### src/rtl/sys_irq_consts.svh
// Purpose: Named offsets, field positions, reset values and codes for the system interrupt control.
// Assumes: Register offsets are byte offsets within the local I/O page.
// Notes: Definitions only.
`ifndef SYS_IRQ_CONSTS_SVH
`define SYS_IRQ_CONSTS_SVH

// ==========================================================================
// Register offsets
`define OFS_SYSTEM_IRQ_MASK 16'h8e00
`define OFS_SYSTEM_IRQ_PENDING 16'h8e02
`define OFS_SYSTEM_SOFT_IRQ 16'h8e04
`define OFS_VME_SOFT_IRQ 16'h8e06
`define OFS_SCRATCH_ONE 16'h8e08
`define OFS_SCRATCH_TWO 16'h8e0a
`define OFS_VME_IRQ_MASK 16'h8e0c
`define OFS_VME_IRQ_PENDING 16'h8e0e
`define OFS_BLOCK_BASE 16'h8e00
`define OFS_BLOCK_LAST 16'h8e1f

// ==========================================================================
// Field positions and reset values
`define BIT_SOFT_GO 0
`define RST_MASK 8'h00
`define RST_SOFT 1'b0
`define RST_BYTE 8'h00

// ==========================================================================
// Priority levels
`define LVL_NONE 3'h0
`define LVL_SOFT 3'h1
`define LVL_HSYNC 3'h2
`define LVL_VME_SOFT 3'h3
`define LVL_VSYNC 3'h4
`define LVL_SERIAL 3'h5
`define LVL_MULTI 3'h6
`define LVL_SYSFAIL 3'h7

// ==========================================================================
// Synchroniser bit positions
`define SYNC_W 13
`define SYN_SYSFAIL 0
`define SYN_MULTI 1
`define SYN_SERIAL 2
`define SYN_VSYNC 3
`define SYN_HSYNC 4
`define SYN_VME_LO 5
`define SYN_VME_HI 11
`define SYN_VME_VALID 12

`endif

### src/rtl/sys_irq_pkg.sv
// Purpose: Types shared by the system interrupt control.
// Assumes: Constants come from sys_irq_consts.svh.
// Notes: All module state travels as one packed struct.
`include "sys_irq_consts.svh"

package sys_irq_pkg;

  // ==========================================================================
  // Acknowledge sequence
  typedef enum logic [1:0] {ack_idle, ack_vme_wait, ack_finish} ack_state_type;

  // ==========================================================================
  // Processor acknowledge answer
  typedef struct packed {
    logic done;
    logic autovec;
    logic periph;
    logic [7:0] vector;
  } ack_answer_type;

  // ==========================================================================
  // Whole state of the controller
  typedef struct packed {
    logic [7:0] sys_mask;
    logic [7:0] vme_mask;
    logic sys_soft;
    logic vme_soft;
    logic [7:0] scratch_one;
    logic [7:0] scratch_two;
    logic [`SYNC_W-1:0] meta;
    logic [`SYNC_W-1:0] sync;
    logic vsync_prev;
    logic hsync_prev;
    logic vsync_flag;
    logic hsync_flag;
    logic [2:0] ipl;
    logic vme_irq3;
    logic [7:0] rdata;
    logic rack;
    ack_state_type ack_state;
    logic [2:0] ack_level;
    ack_answer_type answer;
    logic vme_iack_req;
    logic [2:0] vme_iack_level;
  } ctl_state_type;

endpackage

### src/rtl/vme_system_interrupt_control.sv
// Purpose: Gathers system and VMEbus interrupt sources onto seven processor levels.
// Assumes: Single clock mclk at 50 MHz; rst and por synchronous, active high, from on-chip logic.
// Notes: Register port is a simple odd-byte strobe port answered one cycle later.
`timescale 1ns/100ps
`include "sys_irq_consts.svh"

module vme_system_interrupt_control
(
  // Clock and resets
  input wire logic mclk,
  input wire logic rst,
  input wire logic por,
  // Processor register port
  input wire logic cpu_sel,
  input wire logic cpu_wr,
  input wire logic [15:0] cpu_addr,
  input wire logic [7:0] cpu_wdata,
  output logic [7:0] cpu_rdata,
  output logic cpu_ack,
  // System interrupt sources, asynchronous
  input wire logic sysfail,
  input wire logic multifunction_peripheral_irq,
  input wire logic serial_comm_controller_irq,
  input wire logic vsync,
  input wire logic hsync,
  // VMEbus interrupt lines, active high, asynchronous
  input wire logic [7:1] vme_irq,
  output logic vme_irq3_out,
  // Processor priority and acknowledge
  output logic [2:0] ipl,
  input wire logic iack_req,
  input wire logic [2:0] iack_level,
  output logic iack_done,
  output logic iack_autovec,
  output logic iack_periph,
  output logic [7:0] iack_vector,
  // VMEbus interrupt acknowledge
  output logic vme_iack_req,
  output logic [2:0] vme_iack_level,
  input wire logic vme_status_valid,
  input wire logic [7:0] vme_status
);

  // ==========================================================================
  // State
  sys_irq_pkg::ctl_state_type s;
  sys_irq_pkg::ctl_state_type next_s;

  logic [`SYNC_W-1:0] raw_in;
  logic [7:0] sys_pending;
  logic [7:0] vme_pending;
  logic [7:1] sys_req;
  logic [7:1] vme_req;
  logic [2:0] top_level;
  logic hit;
  logic [15:0] word_addr;

  // ==========================================================================
  // Source gathering
  assign raw_in = {vme_status_valid, vme_irq, hsync, vsync, serial_comm_controller_irq,
                   multifunction_peripheral_irq, sysfail};

  // Edges of the sync pulses are caught so a short pulse still requests its level.
  always_comb
  begin
    sys_pending = 8'h00;
    sys_pending[`LVL_SYSFAIL] = s.sync[`SYN_SYSFAIL];
    sys_pending[`LVL_MULTI] = s.sync[`SYN_MULTI];
    sys_pending[`LVL_SERIAL] = s.sync[`SYN_SERIAL];
    sys_pending[`LVL_VSYNC] = s.vsync_flag;
    sys_pending[`LVL_VME_SOFT] = s.vme_soft;
    sys_pending[`LVL_HSYNC] = s.hsync_flag;
    sys_pending[`LVL_SOFT] = s.sys_soft;
    vme_pending = {s.sync[`SYN_VME_HI:`SYN_VME_LO], 1'b0};
  end

  // Bit 0 of each mask is never used as an enable.
  assign sys_req = sys_pending[7:1] & s.sys_mask[7:1];

  always_comb
  begin
    vme_req = vme_pending[7:1] & s.vme_mask[7:1];
    vme_req[`LVL_VME_SOFT] = vme_req[`LVL_VME_SOFT] & s.sys_mask[`LVL_VME_SOFT];
  end

  level_encoder u_level
  (
    .req(sys_req | vme_req),
    .level(top_level)
  );

  // ==========================================================================
  // Register decode
  assign word_addr = {cpu_addr[15:1], 1'b0};
  assign hit = cpu_sel && (cpu_addr >= `OFS_BLOCK_BASE) && (cpu_addr <= `OFS_BLOCK_LAST);

  // ==========================================================================
  // Next state
  always_comb
  begin
    next_s = s;

    // Two stages before any logic looks at an outside level.
    next_s.meta = raw_in;
    next_s.sync = s.meta;
    next_s.vsync_prev = s.sync[`SYN_VSYNC];
    next_s.hsync_prev = s.sync[`SYN_HSYNC];

    // Request shown until withdrawn; it follows the live request each cycle.
    next_s.ipl = top_level;
    next_s.vme_irq3 = s.vme_soft;

    // Register access.
    next_s.rack = 1'b0;
    next_s.rdata = s.rdata;
    if (hit)
    begin
      next_s.rack = 1'b1;
      if (cpu_wr)
      begin
        unique case (word_addr)
          `OFS_SYSTEM_IRQ_MASK: next_s.sys_mask = cpu_wdata;
          `OFS_SYSTEM_SOFT_IRQ: next_s.sys_soft = cpu_wdata[`BIT_SOFT_GO];
          `OFS_VME_SOFT_IRQ: next_s.vme_soft = cpu_wdata[`BIT_SOFT_GO];
          `OFS_SCRATCH_ONE: next_s.scratch_one = cpu_wdata;
          `OFS_SCRATCH_TWO: next_s.scratch_two = cpu_wdata;
          `OFS_VME_IRQ_MASK: next_s.vme_mask = cpu_wdata;
          `OFS_SYSTEM_IRQ_PENDING: next_s.rack = 1'b1;
          `OFS_VME_IRQ_PENDING: next_s.rack = 1'b1;
          default: next_s.rack = 1'b1;
        endcase
      end
      else
      begin
        unique case (word_addr)
          `OFS_SYSTEM_IRQ_MASK: next_s.rdata = s.sys_mask;
          `OFS_SYSTEM_IRQ_PENDING: next_s.rdata = sys_pending;
          `OFS_SYSTEM_SOFT_IRQ: next_s.rdata = {7'h00, s.sys_soft};
          `OFS_VME_SOFT_IRQ: next_s.rdata = {7'h00, s.vme_soft};
          `OFS_SCRATCH_ONE: next_s.rdata = s.scratch_one;
          `OFS_SCRATCH_TWO: next_s.rdata = s.scratch_two;
          `OFS_VME_IRQ_MASK: next_s.rdata = s.vme_mask;
          `OFS_VME_IRQ_PENDING: next_s.rdata = vme_pending;
          default: next_s.rdata = `RST_BYTE;
        endcase
      end
    end

    // Acknowledge sequence.
    next_s.answer.done = 1'b0;
    unique case (s.ack_state)
      sys_irq_pkg::ack_idle:
      begin
        if (iack_req)
        begin
          next_s.ack_level = iack_level;
          if (sys_req[iack_level] && (iack_level != `LVL_NONE))
          begin
            // System source wins its level over the VMEbus request.
            next_s.answer.done = 1'b1;
            next_s.answer.vector = `RST_BYTE;
            // Peripherals on levels 5 and 6 put their own vector on the bus.
            if ((iack_level == `LVL_MULTI) || (iack_level == `LVL_SERIAL))
            begin
              next_s.answer.autovec = 1'b0;
              next_s.answer.periph = 1'b1;
            end
            else
            begin
              next_s.answer.autovec = 1'b1;
              next_s.answer.periph = 1'b0;
            end
            next_s.ack_state = sys_irq_pkg::ack_finish;
          end
          else if (vme_req[iack_level] && (iack_level != `LVL_NONE))
          begin
            next_s.vme_iack_req = 1'b1;
            next_s.vme_iack_level = iack_level;
            next_s.ack_state = sys_irq_pkg::ack_vme_wait;
          end
          else
          begin
            // Request vanished before the acknowledge: answer with an autovector.
            next_s.answer.done = 1'b1;
            next_s.answer.autovec = 1'b1;
            next_s.answer.periph = 1'b0;
            next_s.answer.vector = `RST_BYTE;
            next_s.ack_state = sys_irq_pkg::ack_finish;
          end
        end
      end
      sys_irq_pkg::ack_vme_wait:
      begin
        // The status byte was held stable while its valid passed the synchroniser.
        if (s.sync[`SYN_VME_VALID])
        begin
          next_s.vme_iack_req = 1'b0;
          next_s.answer.done = 1'b1;
          next_s.answer.autovec = 1'b0;
          next_s.answer.periph = 1'b0;
          next_s.answer.vector = vme_status;
          next_s.ack_state = sys_irq_pkg::ack_finish;
        end
        else if (!iack_req)
        begin
          // The processor gave up the cycle, so the bus acknowledge is released rather than held forever.
          next_s.vme_iack_req = 1'b0;
          next_s.ack_state = sys_irq_pkg::ack_idle;
        end
      end
      sys_irq_pkg::ack_finish:
      begin
        // Wait for the processor to drop its request before the next cycle.
        if (!iack_req)
        begin
          next_s.ack_state = sys_irq_pkg::ack_idle;
        end
      end
      default:
      begin
        // An upset state code returns to idle instead of hanging the acknowledge.
        next_s.vme_iack_req = 1'b0;
        next_s.ack_state = sys_irq_pkg::ack_idle;
      end
    endcase

    // Sync event flags: a new edge in the clearing cycle wins over the clear.
    if (s.answer.done && s.answer.autovec && (s.ack_level == `LVL_VSYNC))
    begin
      next_s.vsync_flag = 1'b0;
    end
    if (s.answer.done && s.answer.autovec && (s.ack_level == `LVL_HSYNC))
    begin
      next_s.hsync_flag = 1'b0;
    end
    if (s.sync[`SYN_VSYNC] && !s.vsync_prev)
    begin
      next_s.vsync_flag = 1'b1;
    end
    if (s.sync[`SYN_HSYNC] && !s.hsync_prev)
    begin
      next_s.hsync_flag = 1'b1;
    end

    // Ordinary reset leaves the scratch bytes alone; only power-up clears them.
    if (rst || por)
    begin
      next_s.sys_mask = `RST_MASK;
      next_s.vme_mask = `RST_MASK;
      next_s.sys_soft = `RST_SOFT;
      next_s.vme_soft = `RST_SOFT;
      next_s.meta = '0;
      next_s.sync = '0;
      next_s.vsync_prev = 1'b0;
      next_s.hsync_prev = 1'b0;
      next_s.vsync_flag = 1'b0;
      next_s.hsync_flag = 1'b0;
      next_s.ipl = `LVL_NONE;
      next_s.vme_irq3 = 1'b0;
      next_s.rdata = `RST_BYTE;
      next_s.rack = 1'b0;
      next_s.ack_state = sys_irq_pkg::ack_idle;
      next_s.ack_level = `LVL_NONE;
      next_s.answer = '0;
      next_s.vme_iack_req = 1'b0;
      next_s.vme_iack_level = `LVL_NONE;
    end
    if (por)
    begin
      next_s.scratch_one = `RST_BYTE;
      next_s.scratch_two = `RST_BYTE;
    end
  end

  // ==========================================================================
  // State register
  always_ff @(posedge mclk)
  begin
    s <= next_s;
  end

  // ==========================================================================
  // Outputs
  assign cpu_rdata = s.rdata;
  assign cpu_ack = s.rack;
  assign vme_irq3_out = s.vme_irq3;
  assign ipl = s.ipl;
  assign iack_done = s.answer.done;
  assign iack_autovec = s.answer.autovec;
  assign iack_periph = s.answer.periph;
  assign iack_vector = s.answer.vector;
  assign vme_iack_req = s.vme_iack_req;
  assign vme_iack_level = s.vme_iack_level;

endmodule

### src/rtl/level_encoder.sv
// Purpose: Finds the highest requesting priority level.
// Assumes: Bit n of req stands for level n; level 0 is no request.
// Notes: Purely combinational.
`timescale 1ns/100ps

module level_encoder
(
  // Requests by level
  input wire logic [7:1] req,
  // Highest active level
  output logic [2:0] level
);

  // ==========================================================================
  // Priority search
  always_comb
  begin
    level = 3'h0;
    for (int i = 1; i <= 7; i++)
    begin
      if (req[i])
      begin
        level = 3'(i);
      end
    end
  end

endmodule

### config.mk
export PLATFORM = sky130hd
export DESIGN_NAME = vme_system_interrupt_control
export DESIGN_NICKNAME = d
export VERILOG_FILES = /design/src/rtl/sys_irq_pkg.sv /design/src/rtl/vme_system_interrupt_control.sv /design/src/rtl/level_encoder.sv
export VERILOG_INCLUDE_DIRS = /design/src /design/src/rtl
export SDC_FILE = /design/constraint.sdc
export NUM_CORES = 1
export LEC_CHECK = 0
export ABC_AREA = 1
export BUFFER_PORTS_ARGS = -buffer_cell sky130_fd_sc_hd__buf_2
export CAP_MARGIN = 15
export CORE_ASPECT_RATIO = 0.9
export CORE_UTILIZATION = 60
export CTS_CLUSTER_DIAMETER = 150
export CTS_CLUSTER_SIZE = 10
export DETAILED_ROUTE_END_ITERATION = 12
export HOLD_SLACK_MARGIN = 0.12
export PLACE_DENSITY = 0.85
export SLEW_MARGIN = 0
export SYNTH_ARGS = -nofsm -noshare
export SYNTH_HDL_FRONTEND = slang
export SYNTH_SLANG_ARGS = --single-unit
### constraint.sdc
create_clock -name mclk -period 5.06 [get_ports mclk]
set_input_delay 1.518 -clock mclk [delete_from_list [all_inputs] [get_ports mclk]]
set_output_delay 1.518 -clock mclk [all_outputs]
set_load 0.03 [all_outputs]
Yosys cells after proc, flatten, opt, wreduce, memory -nomap -nowiden

Index checks and enable logic that the tools add are counted.

Output and inout port bits: 28
Logic and storage cells: 116
Bits in registers: 97

Multiplexer cells: 33
Bitwise logic cells: 7
Equality and inequality tests: 20
Reductions and logical operators: 29
Order comparisons: 3

Operators with widths:

| operator                                                   | number |
|---|---|
| equality test 15 bit, second input constant                | 8 |
| one-hot mux 8 bit (8 select lines)                         | 1 |
| two-way mux 11 bit                                         | 3 |
| one-hot mux 11 bit (2 select lines)                        | 1 |
| two-way mux 20 bit                                         | 1 |
| AND reduction 3 bit                                        | 6 |
| >= comparator 16 bit, second input constant                | 1 |
| less-or-equal comparator 16 bit, second input constant     | 1 |
| AND 7 bit                                                  | 2 |
| two-way mux 2 bit                                          | 7 |
| two-way mux 3 bit                                          | 4 |
| two-way mux 1 bit                                          | 10 |
| equality test 3 bit, second input constant                 | 3 |
| logical AND 1 bit                                          | 9 |
| two-way mux 4 bit                                          | 2 |
| != test 2 bit, second input constant                       | 4 |
| AND reduction 4 bit                                        | 2 |
| bitwise OR 7 bit                                           | 1 |
| binary-select mux 1 bit (select 3 bit)                     | 2 |
| != test 3 bit, second input constant                       | 2 |
| one-hot mux 2 bit (3 select lines)                         | 1 |
| nonzero test 2 bit                                         | 3 |
| AND reduction 5 bit                                        | 1 |
| less-than comparator 3 x 4 -> 1 bit, second input constant | 1 |
| 11 further kinds                                           | 16 |

Logic depth before layout (Yosys ltp)

Word-level depth: 10
Depth in mapped cells: 13

Cells and area by module

From an unflattened synthesis, not the netlist that was laid out.

Cell total of the unflattened synthesis: 645
Area total of the unflattened synthesis: 4516.8 um2

Modules (own cells, without submodules):

| module                       | instances | area an instance (um2) | cells an instance | sequential area each (um2) |
|---|---|---|---|---|
| vme_system_interrupt_control | 1         | 4453.0                 | 630               | 1941.9 |
| level_encoder                | 1         | 63.8                   | 15                | 0.0 |

Worst setup path before layout

Ideal clock, no wire load.

Kind: in2reg
Start point: in cpu_addr[12]
End point: reg s (netlist bit cpu_rdata[0])
Stages on the path: 9
Setup time: 128 ps
Arrival time: 2654 ps
Buffers on the path: 2
Setup slack: 2279 ps
Cell sequence: nor2_1 -> nand2_1 -> nor2_2 -> buf_4 -> buf_4 -> nand4_1 -> nand2_1 -> o21a_1 -> nor2_1

Word-level cells in the longest chain between the ends: 4
Elaborated cells on any way between the ends: 14
Those cells by class: order compare: 2; eq/ne: 8; mux: 1; reduce/logical: 3

Ends and longest elaborated chain:

| element                               | RTL line                            | source |
|---|---|---|
| from (decl)                           | vme_system_interrupt_control.sv:16  | `input wire logic [15:0] cpu_addr,` |
| >= comparator 16 bit (no source line) | -                                   |  |
| logical AND 1 bit (2 in a row)        | vme_system_interrupt_control.sv:95  | `` assign hit = cpu_sel && (cpu_addr >= `OFS_BLOCK_BASE) && (cpu_addr <= `OFS_BLOCK_LAST); `` |
| AND reduction 2 bit (no source line)  | -                                   |  |
| to (signal assigned)                  | vme_system_interrupt_control.sv:279 | `s <= next_s;` |
| to (decl)                             | vme_system_interrupt_control.sv:46  | `sys_irq_pkg::ctl_state_type s;` |

Several ways; a longest one is shown, not always the timed one.
A chain may end at the register's enable or synchronous reset.

Final worst setup path

Start point: in cpu_addr[12]
End point: reg s[89] in the netlist's numbering

Word-level cells in the longest chain between the ends: 4
Elaborated cells on any way between the ends: 6
Those cells by class: order compare: 2; eq/ne: 1; reduce/logical: 3

Ends and longest elaborated chain:

| element                                | RTL line |
|---|---|
| >= comparator 16 bit (no source line)  | - |
| logical AND 1 bit (2 in a row)         | vme_system_interrupt_control.sv:95 |
| AND reduction 3 bit (no source line) * | - |

Every way passes the cells marked *; elsewhere a longest branch is shown, timed or not.

==> impl_metrics.json <==
{
  "clk_pin_slew_ns": 0.09,
  "ys_ff_latch": 97,
  "cp_top_family": "simple AND/OR/NAND/NOR gates",
  "clock_latency_ns": 0.36,
  "post_cts.repair.setup_buffers": 0,
  "drtAntennaViolNets": 0,
  "regToRegStartpoint": "s[19]$_SDFFE_PP0N_",
  "holdPathStages": 2,
  "vdd_drop_max_mv": 0.229,
  "start_util": 0.625,
  "cap_violations": 0,
  "clock-sinks": 97,
  "min_to": "s[47]$_SDFF_PP0_",
  "finish.net_count": 735,
  "fin_tns_setup_ns": 0,
  "fin_skew_ns": 0.00669,
  "area_growth_pct": 9.34,
  "seqPwrFrac": 0.596,
  "r2r_end": "iack_vector[7]$_SDFFE_PP0P_",
  "min_path_type": "flip-flop to flip-flop",
  "setup_viol": 0,
  "required_ns": 5.34,
  "finalMaxSlewViolations": 0,
  "slew_headroom": 0.415,
  "finalCoreUtilization": 0.683,
  "p_leak_nw": 2.23,
  "syn_area_mm2": 0.00445,
  "cts_htree_levels": 3,
  "max_slew.worst_pin.slew_ns": 0.876,
  "p_switching_uw": 318,
  "period_share": 0.612,
  "wl_per_cell_um": 12.4,
  "final_layout_size_suffix_gt1_frac": 0.172,
  "avgSynthCellArea_um2": 7.08,
  "yosysUniqueCellTypes": 31,
  "start_kind": "primary input",
  "wirelength_um": 9620,
  "crit_arrival_ns": 3.38,
  "vias": 4041,
  "cts_resized": 0,
  "place_area_mm2": 0.00470,
  "synth_seq_area_share": 0.437,
  "drt_iter0_markers": 337,
  "cp_slowest_cell": "buf_4",
  "fin_area_mm2": 0.00486,
  "grt_pass1_wl_um": 16000,
  "crit_fanout": 47,
  "power_frac_comb": 0.074,
  "ctsHoldBuffers": 0,
  "first_global_vias": 3633,
  "netSwitchingFraction": 0.245,
  "end_kind": "flip-flop",
  "min_from": "s[60]$_SDFF_PP0_",
  "cts_tree": "yes",
  "pre_cts_slack_ns": 1.60,
  "p_per_area_mw_per_mm2": 268,
  "syn_inst": 628,
  "clockBufferDepth": 2,
  "crit_type": "primary input to flip-flop",
  "outcome": "finished clean",
  "std_cell_rows": 29,
  "hold_violations": 0,
  "synth_nets": 682,
  "rsz0062_at_grt": "no",
  "die_w_um": 92.7,
  "fin_cells": 778,
  "internal_power_uw": 983,
  "finalPower_mw": 1.30,
  "critPathBufInv": 3,
  "worst_hold_slack_ns": 0.404,
  "critical_path.cell_chain": "buf_2 -> nor2_1 -> nand2_1 -> nor2_2 -> buf_4 -> nand3_4 -> nor2_8 -> inv_2 -> nor2_4 -> o21ai_0 -> a21oi_1",
  "antenna_found_initial": 0,
  "fill_cells": 632,
  "reg2reg_depth": 8,
  "place_inst": 763,
  "yosysWarnings": 0,
  "coreArea_mm2": 0.00711,
  "dpl.hpwl_um": 7060,
  "grt-ovfl-total": 0,
  "die-area_mm2": 0.00776,
  "cts_buffers": 9,
  "layout_setup_ws_ns": 1.96,
  "remaining_drc_errors": 0,
  "post_drt_via_cell_ratio": 5.19,
  "port_buffers": 81,
  "ioPinCount": 82,
  "fmax_mhz": 323,
  "num_antenna_cells": 0,
  "clock-root-buffer": "clkbuf_8",
  "mostFrequentLayoutCell": "nand2_1",
  "layout_common_cells": "nand2_1, dfxtp_1, nor2_1, buf_2, inv_1",
  "regToRegSetupSlack_ns": 3.24,
  "die_y_um": 83.7,
  "grt_usage": 0.258,
  "globalplace.congestion": 0.876,
  "fin_crit_ns": 3.10,
  "async_flop_share": 0,
  "drt_pass1_iterations": 6,
  "grt_start_max_net_pins": 56,
  "synth_edf_count": 0,
  "pwr-share-clk": 0.330,
  "cp_slowest_stage_delay_ns": 0.41,
  "ys.flop_type": "dfxtp_1"
}
[power by group through the flow]
stage	clock, mW	combinational (mW)	sequential [mW]
floorplan	0	0.0575	0.795
CTS	0.440	0.0952	0.776
finish	0.429	0.0957	0.776
global route	0.471	0.107	0.777
global placement	0	0.0912	0.794
detailed placement	0	0.0944	0.794
[per-layer routing]
metal	track usage	wire length, um	part of all wire
met1	0.333	4320	0.45
met2	0.431	4520	0.47
met3	0.0610	661	0.069
met4	0.0727	117	0.012
met5	0	0	0
[tightest hold or removal path: cells and delay by family, from the launching register on]
| family | cells | cell delay (ns) |
|---|---|---|
| and+or+nand+nor | 1 | 0.03 |
| DFF | 1 | 0.30 |
| buffers and inverters | 1 | 0.04 |
[state kept, by name (all words and copies together), names as in the netlist]
name	cells
iack_autovec	1
iack_done	1
s	69
vme_iack_req	1
iack_periph	1
cpu_ack	1
vme_irq3_out	1
cpu_rdata	8
iack_vector	8
ipl	3
vme_iack_level	3
[Yosys cell counts, drive strengths merged (2+ instances only)]
cell,number,share of area
nand2,127,0.11
nor2,102,0.096
dfxtp,97,0.44
inv,84,0.071
nand3,57,0.071
a21oi,51,0.057
o21ai,41,0.046
buf,38,0.061
a211oi,8,0.021
nor3,5,0.0068
nand4,4,0.0056
clkbuf,3,0.0025
a31oi,2,0.0028
nor4,2,0.0028
o21a,2,0.0034
o22ai,2,0.0028
[worst max-delay path by stage]
stage                      start                   endpoint  slack [ns]  depth (start not counted)
CTS                 cpu_addr[12]         s[69]$_SDFFE_PP0P_        1.98                         10
finish              cpu_addr[12]         s[89]$_SDFFE_PP0P_        1.96                         11
global placement    cpu_addr[12]         s[69]$_SDFFE_PP0P_        1.75                         10
floorplan           cpu_addr[12]  cpu_rdata[0]$_SDFFE_PP0P_        2.28                          9
global route        cpu_addr[12]         s[89]$_SDFFE_PP0P_        1.78                         11
detailed placement  cpu_addr[12]         s[69]$_SDFFE_PP0P_        1.60                         10
[cell type report]
type | count | area, um^2 | share of cell area
Inverter | 84 | 315 | 0.0649
Clock inverter | 4 | 30.0 | 0.00618
Timing Repair Buffer | 83 | 420 | 0.0865
Multi-Input combinational cell | 406 | 1910 | 0.392
Sequential cell | 97 | 1940 | 0.399
Clock buffer | 11 | 131 | 0.0270
Tap cell | 93 | 116 | 0.0239
[kinds of logic after synthesis]
logic type / count (synthesis) / synth area share
DFF: 97 / 0.437
buffers and inverters: 125 / 0.135
AOI/OAI and AO/OA: 109 / 0.139
and+or+nand+nor: 297 / 0.289
Note: power is estimated with default switching activity, not from simulation.
